==> src/hw/sfm_pkg.sv <==
// Constants shared by the framed serial master and its helpers.
// Assumes a 100 MHz system clock and a mode 0 slave on the far side.
package sfm_pkg;

  // ==========================================================================
  // Timing
  localparam int unsigned CLK_HZ        = 100_000_000;
  localparam int unsigned SCLK_MAX_KHZ  = 4800;
  // Half period, rounded up so the wire never exceeds the ceiling
  localparam int unsigned SCLK_HALF_CYC =
    (CLK_HZ / 1000 + 2 * SCLK_MAX_KHZ - 1) / (2 * SCLK_MAX_KHZ);

  // ==========================================================================
  // Framing
  localparam logic [7:0] FRAME_START  = 8'h7e;
  localparam logic [7:0] FILL_BYTE    = 8'hff;
  localparam logic [7:0] CSUM_BASE    = 8'hff;
  localparam int unsigned BYTE_BITS   = 8;

  // ==========================================================================
  // APB register map (byte addresses)
  localparam logic [7:0] REG_CTRL     = 8'h00;
  localparam logic [7:0] REG_STATUS   = 8'h04;
  localparam logic [7:0] REG_TXDATA   = 8'h08;
  localparam logic [7:0] REG_RXDATA   = 8'h0c;
  localparam logic [7:0] REG_LENGTH   = 8'h10;

  // CTRL fields
  localparam int unsigned CTRL_SLEEP  = 0;
  localparam int unsigned CTRL_SEND   = 1;
  // STATUS fields
  localparam int unsigned ST_BUSY     = 0;
  localparam int unsigned ST_TXFREE   = 1;
  localparam int unsigned ST_RXVALID  = 2;
  localparam int unsigned ST_ATTN     = 3;
  localparam int unsigned ST_RXERR    = 4;
  localparam int unsigned ST_SELECTED = 5;

  localparam logic [31:0] CTRL_RESET  = 32'h0000_0000;

endpackage : sfm_pkg

==> src/hw/sfm_master.sv <==
// Host-side master for a framed serial slave port, driven over APB.
// Assumes the slave is the only one on the bus and runs mode 0.
module sfm_master (
  // Clock, reset, enable
  input  wire logic        clk_i,
  input  wire logic        reset_n_i,
  input  wire logic        ce_i,
  // APB slave
  input  wire logic        psel_i,
  input  wire logic        penable_i,
  input  wire logic        pwrite_i,
  input  wire logic [7:0]  paddr_i,
  input  wire logic [31:0] pwdata_i,
  output logic [31:0]      prdata_o,
  output logic             pready_o,
  output logic             pslverr_o,
  // Serial pins
  output logic             sclk_o,
  output logic             mosi_o,
  output logic             sel_n_o,
  input  wire logic        miso_i,
  input  wire logic        attn_n_i,
  // Sleep control pin
  output logic             sleep_request_o
);

  typedef enum logic [3:0] {
    MS_IDLE = 4'b0001,
    MS_LOAD = 4'b0010,
    MS_WAIT = 4'b0100,
    MS_DONE = 4'b1000
  } sfm_ms_state_t;

  // Transmit frame builder phases
  typedef enum logic [4:0] {
    TX_START = 5'b00001,
    TX_LENH  = 5'b00010,
    TX_LENL  = 5'b00100,
    TX_DATA  = 5'b01000,
    TX_CSUM  = 5'b10000
  } sfm_tx_phase_t;

  typedef struct packed {
    sfm_ms_state_t state;
    sfm_tx_phase_t phase;
    logic          tx_act;
    logic [15:0]   tx_len;
    logic [15:0]   tx_left;
    logic [7:0]    tx_sum;
    logic          tx_full;
    logic [7:0]    tx_hold;
    logic          sleep;
    logic [7:0]    rx_data;
    logic          rx_vld;
    logic          rx_err;
    logic [31:0]   prdata;
    logic          pready;
    logic          pslverr;
    logic          sel_n;
    logic          sleep_pin;
    logic          start;
    logic [7:0]    out_byte;
  } sfm_st_t;

  sfm_st_t st_r;
  sfm_st_t st_nxt;

  logic        sh_done;
  logic [7:0]  sh_rx;
  logic        sh_sclk;
  logic        sh_mosi;
  logic        pr_dvld;
  logic [7:0]  pr_data;
  logic        pr_ok;
  logic        pr_bad;
  logic        pr_in;
  logic [15:0] pr_rem;
  logic        attn_r;

  // ==========================================================================
  // Byte shifter and inbound parser
  sfm_shift #(
    .HALF_CYC (sfm_pkg::SCLK_HALF_CYC)
  ) u_shift (
    .clk_i     (clk_i),
    .reset_n_i (reset_n_i),
    .ce_i      (ce_i),
    .start_i   (st_r.start),
    .tx_byte_i (st_r.out_byte),
    .done_o    (sh_done),
    .rx_byte_o (sh_rx),
    .sclk_o    (sh_sclk),
    .mosi_o    (sh_mosi),
    .miso_i    (miso_i)
  );

  sfm_rx_frame u_rx (
    .clk_i      (clk_i),
    .reset_n_i  (reset_n_i),
    .ce_i       (ce_i),
    .byte_vld_i (sh_done),
    .byte_i     (sh_rx),
    .data_vld_o (pr_dvld),
    .data_o     (pr_data),
    .end_ok_o   (pr_ok),
    .end_bad_o  (pr_bad),
    .in_frame_o (pr_in),
    .remain_o   (pr_rem)
  );

  // Attention sampled once; inputs are synchronous to clk_i
  always_ff @(posedge clk_i) begin
    if (!reset_n_i) begin
      attn_r <= 1'b0;
    end else if (ce_i) begin
      attn_r <= ~attn_n_i;
    end
  end

  // ==========================================================================
  // Main next-state logic
  always_comb begin
    logic wr;
    logic rd;
    logic more;
    wr   = 1'b0;
    rd   = 1'b0;
    more = 1'b0;
    st_nxt         = st_r;
    st_nxt.start   = 1'b0;
    st_nxt.pready  = 1'b0;
    st_nxt.pslverr = 1'b0;

    // APB: one wait cycle, answer in the access phase
    if (psel_i && penable_i && !st_r.pready) begin
      st_nxt.pready = 1'b1;
      wr = pwrite_i;
      rd = !pwrite_i;
      st_nxt.prdata = 32'h0000_0000;
      case (paddr_i)
        sfm_pkg::REG_CTRL: begin
          if (wr) begin
            st_nxt.sleep = pwdata_i[sfm_pkg::CTRL_SLEEP];
            if (pwdata_i[sfm_pkg::CTRL_SEND] && !st_r.tx_act) begin
              st_nxt.tx_act  = 1'b1;
              st_nxt.phase   = TX_START;
              st_nxt.tx_left = st_r.tx_len;
              st_nxt.tx_sum  = 8'h00;
            end
          end
          st_nxt.prdata[sfm_pkg::CTRL_SLEEP] = st_r.sleep;
        end
        sfm_pkg::REG_STATUS: begin
          st_nxt.prdata[sfm_pkg::ST_BUSY]     = st_r.tx_act;
          st_nxt.prdata[sfm_pkg::ST_TXFREE]   = !st_r.tx_full;
          st_nxt.prdata[sfm_pkg::ST_RXVALID]  = st_r.rx_vld;
          st_nxt.prdata[sfm_pkg::ST_ATTN]     = attn_r;
          st_nxt.prdata[sfm_pkg::ST_RXERR]    = st_r.rx_err;
          st_nxt.prdata[sfm_pkg::ST_SELECTED] = !st_r.sel_n;
          // Error flag clears on read; a new error below wins
          if (rd) begin
            st_nxt.rx_err = 1'b0;
          end
        end
        sfm_pkg::REG_TXDATA: begin
          if (wr) begin
            st_nxt.tx_hold = pwdata_i[7:0];
            st_nxt.tx_full = 1'b1;
          end
        end
        sfm_pkg::REG_RXDATA: begin
          st_nxt.prdata = {23'h0, st_r.rx_vld, st_r.rx_data};
          if (rd) begin
            st_nxt.rx_vld = 1'b0;
          end
        end
        sfm_pkg::REG_LENGTH: begin
          if (wr && !st_r.tx_act) begin
            st_nxt.tx_len = pwdata_i[15:0];
          end
          st_nxt.prdata[15:0] = st_r.tx_len;
        end
        default: st_nxt.pslverr = 1'b1;
      endcase
    end

    // Received payload bytes; a bad checksum only raises the error flag
    if (pr_dvld) begin
      st_nxt.rx_data = pr_data;
      st_nxt.rx_vld  = 1'b1;
    end
    if (pr_bad) begin
      st_nxt.rx_err = 1'b1;
    end

    // Keep clocking while there is anything to move
    more = st_r.tx_act || attn_r || pr_in;

    // Serial sequencer
    case (st_r.state)
      MS_IDLE: begin
        if (more && !st_r.sleep) begin
          st_nxt.sel_n = 1'b0;
          st_nxt.state = MS_LOAD;
        end else begin
          st_nxt.sel_n = 1'b1;
        end
      end
      MS_LOAD: begin
        // Payload must be ready in time, else stall with select held
        st_nxt.out_byte = sfm_pkg::FILL_BYTE;
        if (st_r.tx_act) begin
          case (st_r.phase)
            TX_START: begin
              st_nxt.out_byte = sfm_pkg::FRAME_START;
              st_nxt.phase    = TX_LENH;
            end
            TX_LENH: begin
              st_nxt.out_byte = st_r.tx_len[15:8];
              st_nxt.phase    = TX_LENL;
            end
            TX_LENL: begin
              st_nxt.out_byte = st_r.tx_len[7:0];
              st_nxt.phase = (st_r.tx_len == 16'h0000) ? TX_CSUM : TX_DATA;
            end
            TX_DATA: begin
              // Consume only a written byte; a stall must not eat one
              if (st_r.tx_full) begin
                st_nxt.out_byte = st_r.tx_hold;
                // A write landing now refills the holder, so set wins
                if (!(wr && paddr_i == sfm_pkg::REG_TXDATA)) begin
                  st_nxt.tx_full = 1'b0;
                end
                st_nxt.tx_sum  = st_r.tx_sum + st_r.tx_hold;
                st_nxt.tx_left = st_r.tx_left - 16'h0001;
                if (st_r.tx_left == 16'h0001) begin
                  st_nxt.phase = TX_CSUM;
                end
              end
            end
            TX_CSUM: begin
              st_nxt.out_byte = sfm_pkg::CSUM_BASE - st_r.tx_sum;
              st_nxt.tx_act   = 1'b0;
            end
            default: st_nxt.phase = TX_START;
          endcase
        end
        // Stall mid frame rather than send a gap byte
        if (!(st_r.tx_act && st_r.phase == TX_DATA && !st_r.tx_full)) begin
          st_nxt.start = 1'b1;
          st_nxt.state = MS_WAIT;
        end
      end
      MS_WAIT: begin
        if (sh_done) begin
          st_nxt.state = MS_DONE;
        end
      end
      MS_DONE: begin
        // Parser has seen the byte now; decide whether to continue
        st_nxt.state = more ? MS_LOAD : MS_IDLE;
        if (!more) begin
          st_nxt.sel_n = 1'b1;
        end
      end
      default: st_nxt.state = MS_IDLE;
    endcase

    // Sleep pin drives high to sleep
    st_nxt.sleep_pin = st_r.sleep;
  end

  // State register
  always_ff @(posedge clk_i) begin
    if (!reset_n_i) begin
      st_r       <= '0;
      st_r.state <= MS_IDLE;
      st_r.phase <= TX_START;
      st_r.sel_n <= 1'b1;
      st_r.sleep <= sfm_pkg::CTRL_RESET[sfm_pkg::CTRL_SLEEP];
    end else if (ce_i) begin
      st_r <= st_nxt;
    end
  end

  // ==========================================================================
  // Outputs; sclk and mosi are flops inside the shifter
  assign prdata_o        = st_r.prdata;
  assign pready_o        = st_r.pready;
  assign pslverr_o       = st_r.pslverr;
  assign sclk_o          = sh_sclk;
  assign mosi_o          = sh_mosi;
  assign sel_n_o         = st_r.sel_n;
  assign sleep_request_o = st_r.sleep_pin;

  // ==========================================================================
  // Checks
  AST_ATTN_SELECT : assert property (@(posedge clk_i) disable iff (!reset_n_i)
    (ce_i && attn_r && !st_r.sleep && st_r.state == MS_IDLE)
    |=> !st_r.sel_n)
    else $error("attention not answered by select");

  AST_CLK_UNDER_SEL : assert property (@(posedge clk_i)
    disable iff (!reset_n_i)
    sh_sclk |-> !st_r.sel_n)
    else $error("clock toggles without select");

  AST_NO_DROP_ATTN : assert property (@(posedge clk_i)
    disable iff (!reset_n_i)
    (st_r.state == MS_DONE && attn_r) |=> st_r.state == MS_LOAD)
    else $error("stopped clocking while attention held");

  AST_START_BYTE : assert property (@(posedge clk_i) disable iff (!reset_n_i)
    (st_r.state == MS_LOAD && st_r.tx_act && st_r.phase == TX_START)
    |=> st_r.out_byte == sfm_pkg::FRAME_START)
    else $error("frame not opened by start byte");

  AST_FILL : assert property (@(posedge clk_i) disable iff (!reset_n_i)
    (st_r.state == MS_LOAD && !st_r.tx_act)
    |=> st_r.out_byte == sfm_pkg::FILL_BYTE)
    else $error("filler byte wrong");

  AST_SLEEP_PIN : assert property (@(posedge clk_i) disable iff (!reset_n_i)
    ce_i |=> st_r.sleep_pin == $past(st_r.sleep))
    else $error("sleep pin does not follow control");

  AST_APB_ONE_WAIT : assert property (@(posedge clk_i)
    disable iff (!reset_n_i)
    (ce_i && psel_i && penable_i && !pready_o) |=> pready_o)
    else $error("apb answer late");

  AST_LEN_HOLD : assert property (@(posedge clk_i) disable iff (!reset_n_i)
    (st_r.tx_act && $stable(st_r.tx_act)) |-> $stable(st_r.tx_len))
    else $error("length changed during frame");

  COV_SEND   : cover property (@(posedge clk_i) st_r.phase == TX_CSUM);
  COV_ATTN   : cover property (@(posedge clk_i) attn_r && !st_r.sel_n);
  COV_RX_OK  : cover property (@(posedge clk_i) pr_ok);
  COV_RX_BAD : cover property (@(posedge clk_i) pr_bad);
  COV_RX_LONG : cover property (@(posedge clk_i) pr_in && pr_rem > 16'h0001);

endmodule : sfm_master

==> src/hw/sfm_shift.sv <==
// Mode 0 byte shifter: makes sclk, shifts one byte out and in, MSB first.
// Assumes the caller keeps select low for the whole byte.
module sfm_shift #(
  parameter int unsigned HALF_CYC = sfm_pkg::SCLK_HALF_CYC
) (
  // Clock and reset
  input  wire logic       clk_i,
  input  wire logic       reset_n_i,
  input  wire logic       ce_i,
  // Byte request
  input  wire logic       start_i,
  input  wire logic [7:0] tx_byte_i,
  output logic            done_o,
  output logic [7:0]      rx_byte_o,
  // Serial pins
  output logic            sclk_o,
  output logic            mosi_o,
  input  wire logic       miso_i
);

  initial begin
    // The half-period counter is eight bits wide
    if (HALF_CYC < 1 || HALF_CYC > 256) $error("HALF_CYC must be 1 to 256");
  end

  typedef struct packed {
    logic       busy;
    logic       sclk;
    logic [3:0] bits;
    logic [7:0] cnt;
    logic [7:0] tx;
    logic [7:0] rx;
    logic       done;
  } sfm_shift_st_t;

  sfm_shift_st_t st_r;
  sfm_shift_st_t st_nxt;

  // ==========================================================================
  // Bit engine: rising edge samples, falling edge shifts the next bit
  always_comb begin
    st_nxt      = st_r;
    st_nxt.done = 1'b0;
    if (!st_r.busy) begin
      if (start_i) begin
        st_nxt.busy = 1'b1;
        st_nxt.tx   = tx_byte_i;
        st_nxt.bits = 4'h0;
        st_nxt.cnt  = 8'h00;
      end
    end else if (st_r.cnt == 8'(HALF_CYC - 1)) begin
      st_nxt.cnt  = 8'h00;
      st_nxt.sclk = ~st_r.sclk;
      if (!st_r.sclk) begin
        st_nxt.rx = {st_r.rx[6:0], miso_i};
      end else begin
        st_nxt.tx   = {st_r.tx[6:0], 1'b0};
        st_nxt.bits = st_r.bits + 4'h1;
        if (st_r.bits == 4'h7) begin
          st_nxt.busy = 1'b0;
          st_nxt.done = 1'b1;
        end
      end
    end else begin
      st_nxt.cnt = st_r.cnt + 8'h01;
    end
  end

  // State register, clock idles low
  always_ff @(posedge clk_i) begin
    if (!reset_n_i) begin
      st_r <= '0;
    end else if (ce_i) begin
      st_r <= st_nxt;
    end
  end

  assign done_o    = st_r.done;
  assign rx_byte_o = st_r.rx;
  assign sclk_o    = st_r.sclk;
  assign mosi_o    = st_r.tx[7];

  AST_IDLE_LOW : assert property (@(posedge clk_i) disable iff (!reset_n_i)
    !st_r.busy |-> !st_r.sclk)
    else $error("sclk not low while idle");

endmodule : sfm_shift

==> src/hw/sfm_rx_frame.sv <==
// Inbound frame parser: hunts for start, length, payload and checksum.
// Assumes one byte per strobe; payload bytes pass on before the checksum is checked.
module sfm_rx_frame (
  // Clock and reset
  input  wire logic       clk_i,
  input  wire logic       reset_n_i,
  input  wire logic       ce_i,
  // Byte stream
  input  wire logic       byte_vld_i,
  input  wire logic [7:0] byte_i,
  // Parsed output
  output logic            data_vld_o,
  output logic [7:0]      data_o,
  output logic            end_ok_o,
  output logic            end_bad_o,
  output logic            in_frame_o,
  output logic [15:0]     remain_o
);

  typedef enum logic [4:0] {
    PR_HUNT = 5'b00001,
    PR_LENH = 5'b00010,
    PR_LENL = 5'b00100,
    PR_DATA = 5'b01000,
    PR_CSUM = 5'b10000
  } sfm_pr_state_t;

  typedef struct packed {
    sfm_pr_state_t state;
    logic [15:0]   len;
    logic [7:0]    sum;
    logic          dvld;
    logic [7:0]    data;
    logic          ok;
    logic          bad;
  } sfm_pr_st_t;

  sfm_pr_st_t st_r;
  sfm_pr_st_t st_nxt;

  // ==========================================================================
  // Parser; outside a frame everything but the start byte is dropped
  always_comb begin
    st_nxt      = st_r;
    st_nxt.dvld = 1'b0;
    st_nxt.ok   = 1'b0;
    st_nxt.bad  = 1'b0;
    if (byte_vld_i) begin
      case (st_r.state)
        PR_HUNT: begin
          if (byte_i == sfm_pkg::FRAME_START) begin
            st_nxt.state = PR_LENH;
          end
        end
        PR_LENH: begin
          st_nxt.len[15:8] = byte_i;
          st_nxt.state     = PR_LENL;
        end
        PR_LENL: begin
          st_nxt.len[7:0] = byte_i;
          st_nxt.sum      = 8'h00;
          st_nxt.state    = ({st_r.len[15:8], byte_i} == 16'h0000) ?
                            PR_CSUM : PR_DATA;
        end
        PR_DATA: begin
          st_nxt.sum  = st_r.sum + byte_i;
          st_nxt.dvld = 1'b1;
          st_nxt.data = byte_i;
          st_nxt.len  = st_r.len - 16'h0001;
          if (st_r.len == 16'h0001) begin
            st_nxt.state = PR_CSUM;
          end
        end
        PR_CSUM: begin
          // Checksum is base minus payload sum
          st_nxt.ok    = (byte_i == sfm_pkg::CSUM_BASE - st_r.sum);
          st_nxt.bad   = (byte_i != sfm_pkg::CSUM_BASE - st_r.sum);
          st_nxt.state = PR_HUNT;
        end
        default: st_nxt.state = PR_HUNT;
      endcase
    end
  end

  // State register
  always_ff @(posedge clk_i) begin
    if (!reset_n_i) begin
      st_r       <= '0;
      st_r.state <= PR_HUNT;
    end else if (ce_i) begin
      st_r <= st_nxt;
    end
  end

  assign data_vld_o = st_r.dvld;
  assign data_o     = st_r.data;
  assign end_ok_o   = st_r.ok;
  assign end_bad_o  = st_r.bad;
  assign in_frame_o = (st_r.state != PR_HUNT);
  assign remain_o   = st_r.len;

  AST_OK_BAD : assert property (@(posedge clk_i) disable iff (!reset_n_i)
    !(st_r.ok && st_r.bad))
    else $error("frame both good and bad");

endmodule : sfm_rx_frame

==> config.mk <==
export PLATFORM = sky130hd
export DESIGN_NAME = sfm_master
export DESIGN_NICKNAME = d
export VERILOG_FILES = /design/src/hw/sfm_pkg.sv /design/src/hw/sfm_master.sv /design/src/hw/sfm_shift.sv /design/src/hw/sfm_rx_frame.sv
export SDC_FILE = /design/constraint.sdc
export NUM_CORES = 1
export LEC_CHECK = 0
export BUFFER_PORTS_ARGS = -buffer_cell sky130_fd_sc_hd__clkbuf_2
export CAP_MARGIN = 20
export CELL_PAD_IN_SITES_DETAIL_PLACEMENT = 1
export CELL_PAD_IN_SITES_GLOBAL_PLACEMENT = 1
export CORE_MARGIN = 4
export CORE_UTILIZATION = 41
export CTS_CLUSTER_DIAMETER = 200
export DETAILED_ROUTE_END_ITERATION = 10
export GPL_TIMING_DRIVEN = 1
export PLACE_DENSITY = 0.89
export SYNTH_ARGS = -nofsm -noshare
export SYNTH_HDL_FRONTEND = slang
export SYNTH_SLANG_ARGS = --single-unit
==> constraint.sdc <==
create_clock -name clk_i -period 2.75 [get_ports clk_i]
set_clock_uncertainty 0.2 [all_clocks]
set_input_delay 0.55 -clock clk_i [delete_from_list [all_inputs] [get_ports clk_i]]
set_output_delay 0.55 -clock clk_i [all_outputs]
set_load 0.005 [all_outputs]
### Word level (Yosys, flattened, before mapping)

Cells that the tools add are included.

* output and inout bits: 38
* word-level logic and storage cells: 198
* input bits: 48
* bits in registers: 170

* bitwise operators: 2
* mux-type cells: 73
* reduce and logical (&&, ||, !) cells: 45
* add/subtract/negate cells: 8
* equal/unequal tests: 36

Operator list (count)
* $mux 25: 4
* $mux 24: 3
* $mux 56: 1
* $mux 20: 2
* $mux 8: 5
* $pmux 8 s5: 1
* $mux 36: 1
* $mux 6: 6
* $mux 9: 4
* $reduce_and 4->1: 9
* $eq 16x1->1 const B: 2
* $logic_not 16->1: 2
* $mux 16: 2
* $pmux 16 s2: 1
* $sub 16x1->16 const B: 2
* $mux 5: 6
* $pmux 5 s5: 1
* $eq 8x4->1 const B: 3
* $mux 1: 21
* $pmux 10 s2: 1
* $pmux 5 s4: 1
* $mux 17: 1
* $add 8x8->8: 2
* $mux 4: 4
* other kinds (36): 79

### Logic depth before layout (Yosys ltp)

Gate-level depths: netlist of the first run.

* depth after elaboration: 11
* depth in mapped cells: 8
* depth with buffers taken out: 7

### By module

A second synthesis of the first run with hierarchy kept.

* cells, all modules: 1120
* area total of the unflattened synthesis: 9440.3 um^2

Modules (own cells, without submodules)
* sfm_master: seq. area each 2001.9 um^2, instances 1, cells an instance 635, area each 5386.4 um^2
* sfm_rx_frame: seq. area each 800.8 um^2, instances 1, cells an instance 314, area each 2538.7 um^2
* sfm_shift: seq. area each 620.6 um^2, instances 1, cells an instance 171, area each 1515.2 um^2

### Worst setup path before layout of the first run

No wires, ideal clock.

* path kind: input -> register
* start: input port paddr_i[0]
* end: register st_r[102] in the netlist's numbering
* slack: 0.032 ns
* stages on the path: 6
* path buffers: 1
* data required time: 2.422 ns
* setup time: 0.128 ns
* data arrival time: 2.391 ns
* cells stage by stage: or4_4 -> or3_4 -> nor4_4 -> buf_6 -> mux2i_1 -> nor2_1

* cells in the longest elaborated chain, start to end: 2

Ends and longest elaborated chain
* from (decl): line sfm_master.sv:12 `input wire logic [7:0] paddr_i,`
* $eq 8x5->1: line sfm_master.sv:140 `case (paddr_i)`
* $reduce_and 4->1 (no source line)
* to (signal assigned): line sfm_master.sv:282 `st_r <= st_nxt;`
* to (decl): line sfm_master.sv:65 `sfm_st_t st_r;`

No other way between the ends.
A chain may end at the register's enable or synchronous reset.

### Worst setup path after layout of the first run

* start: register u_rx.st_r[35] in the netlist's numbering
* end: register u_rx.st_r[18] in the netlist's numbering

* cells in the longest elaborated chain, start to end: 3
* elaborated cells on any way between the ends: 5
* classes of those cells: eq/ne (2); mux (1); reduce/logical (2)

Ends and longest elaborated chain
* from (decl): line sfm_rx_frame.sv:38 `sfm_pr_st_t st_r;`
* from (signal assigned): line sfm_rx_frame.sv:91 `st_r <= st_nxt;`
* $eq 5x3->1 or $eq 5x4->1 (tied branches): line sfm_rx_frame.sv:49 `case (st_r.state)`
* $reduce_bool 2->1 (no source line)
* $reduce_and 3->1 (no source line)

Parallel ways exist; a longest one is shown, timed or not.

==> impl_metrics.py, run 1 <==
metrics = {
    "synthesis": {
        "synth_cell_type_count": 75,
        "synthSimpleGateAreaFrac": 0.241,
        "yosysSeqAreaShare": 0.375,
        "syn_inst": 1113,
        "synth_top_flop_cell": "dfxtp_1",
        "synth-seq-cells": 170,
        "synthMuxAreaShare": 0.0560,
        "synthesis.area_sq_mm": 0.00906,
        "synth-compound-area-share": 0.212,
        "yosys.area_share.xor_xnor": 0.0164,
        "synthAdderAreaFrac": 0.0334,
        "synth_edf_count": 0,
        "syn_avg_cell_area_sq_um": 8.14,
        "yosys_warnings": 0,
        "synth_top_family_by_area": "simple AND/OR/NAND/NOR gates",
        "async_flop_share": 0,
    },
    "hold_path": {
        "hold_path.class": "in -> reg",
        "whs_path_depth": 2,
        "min_from": "attn_n_i",
        "min_to": "attn_r",
    },
    "timing": {
        "drv_slew": 0,
        "worst_pin_slew_ns": 0.629,
        "fin_ws_ns": 0.314,
        "timing.hold.ws_ns": 0.0829,
        "period_minus_slack_ns": 2.44,
        "relSlewSlack": 0.570,
        "fin_setup_tns_ns": 0,
        "period_share": 0.886,
        "hold_viol": 0,
        "final-setup-viol-count": 0,
        "fmax_ghz": 0.410,
        "rsz0062_at_grt": "no",
    },
    "setup_path": {
        "r2r_cells": 5,
        "cp_slowest_cell": "nor3_2",
        "crit_path_end_kind": "register",
        "cp_top_family": "simple AND/OR/NAND/NOR gates",
        "r2r-end": "u_rx.st_r[18]",
        "crit_chain": "nor3_2 -> and2_1 -> nand2_1 -> a2111o_1 -> nand3_1",
        "critPathBufInv": 0,
        "r2r_start": "u_rx.st_r[35]",
        "arrival_ns": 2.63,
        "crit_required_ns": 2.94,
        "critPathMaxFanout": 10,
        "critPathLaunchType": "register",
        "crit_type": "reg -> reg",
        "rrSetupSlack_ns": 0.31,
        "slowest_delay_ns": 0.49,
    },
    "layout": {
        "insertedDiodeCount": 0,
        "final_cell_mix": "dfxtp_1, nor2_1, nand2_1",
        "final_common_cell": "dfxtp_1",
        "fin_area_sq_mm": 0.0102,
        "layout.nets": 1209,
        "synthToLayoutAreaGrowth_pct": 12.7,
        "n_fill_cell": 2630,
        "drive_above_1_share": 0.130,
    },
    "pwr": {
        "peakVddDrop_uv": 399,
        "power.density_mw_per_mm2": 525,
        "intPower_mw": 4.03,
        "p_sw_mw": 1.33,
        "power.leakage_nw": 3.94,
        "combPwrFrac": 0.046,
        "clockPowerShare": 0.488,
        "power_frac_seq": 0.466,
        "switching_share": 0.248,
    },
    "grt": {
        "overflow": 0,
        "grt_pass1_vias": 8917,
        "grt_max_degree": 53,
        "grt_pass1_wl_microns": 45800,
        "grt_usage": 0.231,
        "antenna_found_initial": 0,
    },
    "detailed_routing": {
        "wl_met3_microns": 1250,
        "wl_met2_microns": 14600,
        "drt_iter0_markers": 613,
        "firstDrtPassIters": 5,
        "wl_met1_microns": 11700,
        "viasPerCell": 6.08,
        "top_layer_used": "met4",
        "routed_wl_microns": 28500,
        "wire_per_inst_microns": 19.9,
        "vias": 8703,
        "drc_errors": 0,
        "ant_nets": 0,
    },
    "clocking": {
        "cts_tree": "done",
        "cts_setup_buffers": 0,
        "postCtsHoldBufs": 0,
        "cts_buffers": 17,
        "cts.sinks": 170,
        "ctsHtreeMaxLevel": 4,
        "clk_path_buf_depth": 2,
        "path_clk_slew_ns": 0.07,
        "postCtsResizedCells": 0,
        "clock_latency_ns": 0.45,
        "clockRootBuffer": "clkbuf_16",
    },
    "die": {
        "die_area_sq_mm": 0.0245,
        "die_y_microns": 157,
        "start_util": 0.417,
        "io_pins": 86,
        "fp-row-count": 54,
        "coreArea_sq_mm": 0.0218,
        "die_w_microns": 157,
    },
    "placement": {
        "gp_congestion": 0.871,
        "io_buffer_count": 53,
        "place_area_sq_mm": 0.00959,
        "dpl_worst_slack_ns": 0.0362,
        "dp_hpwl_microns": 19900,
    },
    "run": {
        "cap_violations": 0,
    },
    "outcome": {
        "status": "complete, no violations",
    },
}
==> synthesized netlist by cell type (all sizes together), types with 4 or more instances <==
library cell    n  area share
dfxtp         170        0.38
nor2          111       0.046
nand2         106       0.044
a21oi          85       0.047
o21ai          71       0.039
clkbuf         63       0.026
mux2i          44       0.049
nand3          42       0.023
nor3           42       0.024
buf            39       0.031
nor4           31       0.023
ha             21       0.029
inv            18      0.0075
a22oi          15       0.012
and3           15       0.010
o31ai          15       0.012
a31oi          14      0.0097
a211oi         12      0.0099
nand4          12      0.0083
a21o           11      0.0091
a221oi         11       0.011
and2           11      0.0076
or3            10      0.0075
nor3b           9      0.0075
xor2            9      0.0087
nand2b          8      0.0055
o21a            8      0.0066
xnor2           8      0.0077
o2111a          7      0.0087
a32oi           6      0.0058
mux2            6      0.0075
nor2b           6      0.0041
and4            5      0.0048
nor4b           5      0.0055
a31o            4      0.0039
and3b           4      0.0039
nand3b          4      0.0033
o211a           4      0.0044
o22ai           4      0.0028
==> sequential cells by signal, summed over array words and instances, names as in the netlist <==
| name | count |
|---|---|
| sleep_request_o | 1 |
| u_shift.mosi_o | 1 |
| st_nxt | 1 |
| pslverr_o | 1 |
| u_shift.rx_byte_o | 8 |
| prdata_o | 16 |
| u_shift.sclk_o | 1 |
| sel_n_o | 1 |
| attn_r | 1 |
| u_shift.done_o | 1 |
| u_rx.data_o | 8 |
| u_rx.end_bad_o | 1 |
| u_rx.remain_o | 16 |
| u_rx.data_vld_o | 1 |
| st_r | 78 |
| u_rx.st_r | 13 |
| u_shift.st_r | 20 |
| pready_o | 1 |
==> layout make-up <==
type                       instances  area (sq um)  share of cell area
timing repair buffer              93           628              0.0615
sequential                       170          3400               0.333
multi-input combinational        836          5130               0.502
tap                              280           350              0.0343
clock inverter                    15           201              0.0197
inverter                          20          77.6             0.00760
clock buffer                      17           425              0.0417
==> power by group through the flow <==
stage               clock network (mW)  logic, mW  registers (mW)
floorplan                            0      0.169            2.55
global placement                     0      0.234            2.56
detailed placement                   0      0.242            2.56
CTS                               2.66      0.244            2.50
global route                      2.76      0.270            2.50
finish                            2.62      0.246            2.50
==> per-stage QoR <==
| stage | util | instances | power [mW] |
|---|---|---|---|
| finish | 0.469 | 1431 | 5.37 |
| global route | 0.469 | 1431 | 5.54 |
| global placement | 0.441 | 1399 | 2.79 |
| detailed placement | 0.441 | 1399 | 2.80 |
| floorplan | - | 1128 | 2.72 |
| CTS | 0.469 | 1431 | 5.40 |
==> cells by family after synthesis <==
kind of cell,after synthesis
AOI/OAI and AO/OA,296
muxes,50
DFF,170
other,1
buffers and inverters,122
adders and majority gates,23
xor gates and xnor gates,17
and+or+nand+nor,434
==> layer usage <==
metal	GRT usage	vias to the layer above
li1	-	4095
met1	0.267	4317
met2	0.417	215
met3	0.0484	76
met4	0.0921	0
met5	0	-
==> worst max path at each step <==
stage	startpoint	end	depth (start not counted)
3_5_place_dp	paddr_i[0]	st_r[96]	7
2_1_floorplan	paddr_i[0]	st_r[102]	6
6_report	u_rx.st_r[35]	u_rx.st_r[18]	5
3_3_place_gp	paddr_i[0]	st_r[98]	7
4_1_cts	u_rx.st_r[35]	u_rx.st_r[18]	5
5_1_grt	u_shift.st_r[18]	u_shift.st_r[13]	7
No activity file was read; power rests on OpenSTA's default activity.
==> run 2: changes to the inputs <==
Settings changed: BUFFER_PORTS_ARGS -buffer_cell sky130_fd_sc_hd__clkbuf_2 to default, CORE_UTILIZATION 41 to 43, DONT_BUFFER_PORTS from default to 1, PLACE_DENSITY 0.89 to 0.88.
==> run 2 against run 1 <==
Compared with the run above:
- setup slack worse by 0.074 ns
- final area is 2.5% lower
- fmax is 2.9% lower
- register-to-register slack worse by 0.07 ns
- final cell count is 4.5% lower
- sequential share of layout area is 0.87 points higher
- utilization is 1.6 points higher
- total power is 1.2% higher
- combinational power is 32% lower
- highest routed layer is now met5
==> impl_metrics.py, run 2 (synthesis results as in run 1) <==
metrics = {
    "clocking": {
        "path_clk_slew_ns": 0.07,
        "cts.sinks": 170,
        "clockRootBuffer": "clkbuf_16",
        "ctsHtreeMaxLevel": 4,
        "clk_path_buf_depth": 2,
        "cts_buffers": 17,
        "cts_setup_buffers": 0,
        "cts_tree": "done",
        "clock_latency_ns": 0.44,
    },
    "detailed_routing": {
        "drt_iter0_markers": 494,
        "ant_nets": 0,
        "wire_per_inst_microns": 20.8,
        "routed_wl_microns": 28400,
        "vias": 8567,
        "firstDrtPassIters": 5,
        "viasPerCell": 6.27,
        "drc_errors": 0,
    },
    "grt": {
        "antenna_found_initial": 1,
        "grt_usage": 0.237,
        "grt_pass1_wl_microns": 45800,
        "grt_max_degree": 55,
        "top_usage_layer": "met2",
        "met3_usage": 0.0520,
        "overflow": 0,
        "grt_util_met1": 0.278,
        "met2_usage": 0.413,
        "grt_pass1_vias": 8633,
    },
    "placement": {
        "dpl_worst_slack_ns": 0.149,
        "io_buffer_count": 0,
        "dp_hpwl_microns": 19200,
        "gp_congestion": 0.898,
    },
    "timing": {
        "final-setup-viol-count": 0,
        "worst_pin_slew_ns": 0.777,
        "fin_ws_ns": 0.240,
        "rsz0062_at_grt": "no",
        "drv_slew": 0,
        "hold_viol": 0,
        "period_share": 0.913,
        "timing.hold.ws_ns": 0.0200,
        "fin_setup_tns_ns": 0,
        "relSlewSlack": 0.478,
        "fmax_ghz": 0.398,
        "period_minus_slack_ns": 2.51,
    },
    "die": {
        "die_y_microns": 153,
        "start_util": 0.442,
        "die_area_sq_mm": 0.0235,
        "fp-row-count": 52,
        "coreArea_sq_mm": 0.0205,
        "io_pins": 86,
        "die_w_microns": 153,
    },
    "pwr": {
        "peakVddDrop_uv": 383,
        "power.leakage_nw": 3.70,
        "power.density_mw_per_mm2": 545,
    },
    "outcome": {
        "status": "complete, no violations",
    },
    "setup_path": {
        "crit_type": "reg -> reg",
        "critPathLaunchType": "register",
        "crit_required_ns": 2.90,
        "arrival_ns": 2.66,
        "critPathMaxFanout": 24,
        "crit_path_end_kind": "register",
    },
    "layout": {
        "multi_input_area_sq_mm": 0.00513,
        "synthToLayoutAreaGrowth_pct": 9.83,
        "reg.largest.list": "st_r: 78 flops, u_shift.st_r: 20 flops",
        "insertedDiodeCount": 0,
        "drive_above_1_share": 0.0839,
        "largest_register_ffs": 78,
        "seqCellArea_sq_mm": 0.00340,
        "layout.nets": 1154,
        "regMostFlops": "st_r",
        "final_common_cell": "dfxtp_1",
        "n_fill_cell": 2467,
        "final_cell_mix": "dfxtp_1, nor2_1, nand2_1",
    },
    "hold_path": {
        "hold_path.class": "in -> reg",
    },
    "run": {
        "cap_violations": 0,
    },
}
-- run 2: final cells by class --
cell class | count | share of cell area
Clock inverter | 13 | 0.0214
Timing Repair Buffer | 38 | 0.0344
Clock buffer | 19 | 0.0455
Tap cell | 270 | 0.0339
Sequential cell | 170 | 0.342
Multi-Input combinational cell | 836 | 0.515
Inverter | 20 | 0.00779
-- run 2: metrics by stage --
stage | util | instance area [sq um] | power [mW] | std cells
after detailed placement | 0.452 | 9260 | 2.72 | 1331
final | 0.486 | 9950 | 5.43 | 1366
after global routing | 0.486 | 9950 | 5.58 | 1366
after CTS | 0.486 | 9950 | 5.46 | 1366
after global placement | 0.452 | 9260 | 2.71 | 1331
after floorplan | - | 9120 | 2.72 | 1128
-- run 2: routing by layer --
metal  share of wire  vias up
met5         0.00046        -
met4           0.042        2
met3           0.047       87
met2            0.49      242
met1            0.42     4250
li1                -     3986
-- run 2: power by group --
| part | internal [mW] | total [mW] | switching [mW] |
|---|---|---|---|
| sequential | 2.48 | 2.50 | 0.0234 |
| combinational | 0.0607 | 0.167 | 0.107 |
| clock | 1.67 | 2.76 | 1.09 |
-- run 2: what timing repair did --
action	in CTS	in global routing
hold buffers	3	0
gates resized for setup	0	0
endpoints found under the hold margin	2	0
-- run 2: final timing paths --
| check | slack, ns | startpoint | endpoint | depth (start not counted) |
|---|---|---|---|---|
| max | 0.24 | st_r[106] | st_r[86] | 6 |
| min | 0.02 | ce_i | st_r[87] | 1 |
| max reg2reg | 0.24 | st_r[106] | st_r[86] | 6 |
| min reg2reg | 0.26 | st_r[50] | st_r[50] | 2 |
-- run 2: critical path, cell delays in order, from the launching register on --
cell and delay, ns:
dfxtp_1 0.39, nor3_1 0.68, nand4_1 0.17, buf_4 0.27
o41ai_1 0.35, a21oi_1 0.12, a311oi_1 0.24
==> run 3: changes to the inputs <==
Settings changed: CORE_UTILIZATION 43 to 48, PLACE_DENSITY 0.88 to 0.92, REMOVE_ABC_BUFFERS from default to 1.
Clock period 2.75 ns to 2.6 ns, I/O delays scaled along.
==> run 3 against run 2 <==
Compared with the run above:
- largest power group unchanged
- final area fell by 0.74%
- critical path depth did not move
- setup slack got worse by 0.036 ns
- total power up 1.4%
- die area decreased by 9.9%
- global-route usage is 4.5 points higher
==> impl_metrics.py, run 3 (synthesis results as in run 1) <==
metrics = {
    "grt": {
        "grt_util_met1": 0.326,
        "grt_pass1_vias": 9187,
        "antenna_found_initial": 1,
        "grt_usage": 0.283,
        "met3_usage": 0.0666,
        "grt_pass1_wl_microns": 49200,
        "overflow": 0,
        "met2_usage": 0.486,
        "grt_max_degree": 50,
        "top_usage_layer": "met2",
    },
    "detailed_routing": {
        "drt_iter0_markers": 694,
        "drc_errors": 0,
        "firstDrtPassIters": 6,
        "viasPerCell": 6.64,
        "ant_nets": 0,
        "routed_wl_microns": 30700,
        "wire_per_inst_microns": 23.0,
        "vias": 8842,
    },
    "clocking": {
        "clk_path_buf_depth": 2,
        "cts.sinks": 170,
        "cts_tree": "done",
        "ctsHtreeMaxLevel": 4,
        "cts_setup_buffers": 0,
        "clockRootBuffer": "clkbuf_16",
        "cts_buffers": 17,
        "clock_latency_ns": 0.45,
        "path_clk_slew_ns": 0.08,
    },
    "timing": {
        "relSlewSlack": 0.523,
        "period_minus_slack_ns": 2.40,
        "drv_slew": 0,
        "worst_pin_slew_ns": 0.710,
        "period_share": 0.921,
        "hold_viol": 0,
        "rsz0062_at_grt": "no",
        "final-setup-viol-count": 0,
        "fmax_ghz": 0.417,
        "timing.hold.ws_ns": 0.0268,
    },
    "setup_path": {
        "critPathLaunchType": "register",
        "arrival_ns": 2.51,
        "crit_required_ns": 2.71,
        "crit_type": "reg -> reg",
        "crit_path_end_kind": "register",
        "critPathMaxFanout": 8,
    },
    "pwr": {
        "clockPowerShare": 0.485,
        "power_frac_seq": 0.481,
        "p_total_mw": 5.51,
        "p_sw_mw": 1.32,
        "switching_share": 0.241,
        "combPwrFrac": 0.034,
        "intPower_mw": 4.18,
        "power.density_mw_per_mm2": 557,
        "power.leakage_nw": 3.71,
        "peakVddDrop_uv": 437,
    },
    "run": {
        "cap_violations": 0,
    },
    "layout": {
        "drive_above_1_share": 0.0898,
        "final_common_cell": "dfxtp_1",
        "finish.utilization": 0.541,
        "regMostFlops": "st_r",
        "largest_register_ffs": 78,
        "layout.nets": 1161,
        "final_cell_mix": "dfxtp_1, nor2_1, nand2_1",
        "insertedDiodeCount": 0,
        "synthToLayoutAreaGrowth_pct": 9.01,
        "reg.largest.list": "st_r: 78 flops, u_shift.st_r: 20 flops",
        "n_fill_cell": 2208,
    },
    "die": {
        "die_w_microns": 145,
        "fp-row-count": 49,
        "io_pins": 86,
        "coreArea_sq_mm": 0.0183,
        "die_y_microns": 145,
        "die_area_sq_mm": 0.0211,
        "start_util": 0.496,
    },
    "placement": {
        "io_buffer_count": 0,
        "dp_hpwl_microns": 19800,
        "gp_congestion": 0.884,
    },
    "hold_path": {
        "hold_path.class": "in -> reg",
    },
    "outcome": {
        "status": "complete, no violations",
    },
}
## run 3: changes by cell type in the layout (fill, tap and decap cells not counted), moves of 2 or more
| cell | previous run | this run |
|---|---|---|
| clkinv_4 | 0 | 2 |
| inv_8 | 0 | 2 |
| buf_4 | 31 | 39 |
| buf_12 | 4 | 2 |
| bufinv_16 | 5 | 2 |
## run 3: stage by stage
| step | area, sq um | setup TNS [ns] | instances | setup WS, ns |
|---|---|---|---|---|
| after floorplan | 8600 | -35.22 | 1026 | -0.445 |
| after CTS | 9880 | 0 | 1332 | 0.0226 |
| final | 9880 | 0 | 1332 | 0.204 |
| after detailed placement | 9230 | 0 | 1296 | 0.0405 |
| after global routing | 9880 | 0 | 1332 | 0.00972 |
| after global placement | 9230 | 0 | 1296 | 0.105 |
## run 3: final cells by class
cell class                      count  area, sq um  share of cell area
Multi-Input combinational cell    836         5130               0.519
Clock buffer                       19          453              0.0458
Inverter                           20         77.6             0.00785
Sequential cell                   170         3400               0.344
Clock inverter                     13          155              0.0157
Tap cell                          229          287              0.0290
Timing Repair Buffer               45          373              0.0377
## run 3: repair_timing
action                     4_1_cts  5_1_grt
setup endpoints to repair        0       10
hold endpoints to repair        11        0
resized for setup                0        1
hold buffers                     4        0
## run 3: layer usage
layer  part of all wire  wire length (microns)
met5            0.00042                     13
met4              0.051                   1550
met3              0.064                   1960
met2               0.50                  15200
met1               0.39                  11900
## run 3: critical path, cell delays in order, from the launching register on
cell and delay, ns:
dfxtp_1 0.41, or3_1 0.39, or3b_2 0.57, o21ai_1 0.24, nor2b_1 0.18, buf_4 0.17, a31oi_1 0.10
## run 3: power by group through the flow
stage	Clock, mW	Sequential [mW]	Combinational [mW]
floorplan	0	2.70	0.115
global placement	0	2.71	0.157
detailed placement	0	2.71	0.165
CTS	2.69	2.65	0.181
global route	2.81	2.65	0.199
finish	2.67	2.65	0.185
## run 3: path summary, 6_finish.rpt
path                   from             end  slack, ns  cells after the start
max reg2reg       st_r[110]         st_r[1]       0.20                      6
min                    ce_i        st_r[49]       0.03                      2
max               st_r[110]         st_r[1]       0.20                      6
min reg2reg  u_rx.data_o[5]  u_rx.data_o[5]       0.26                      2
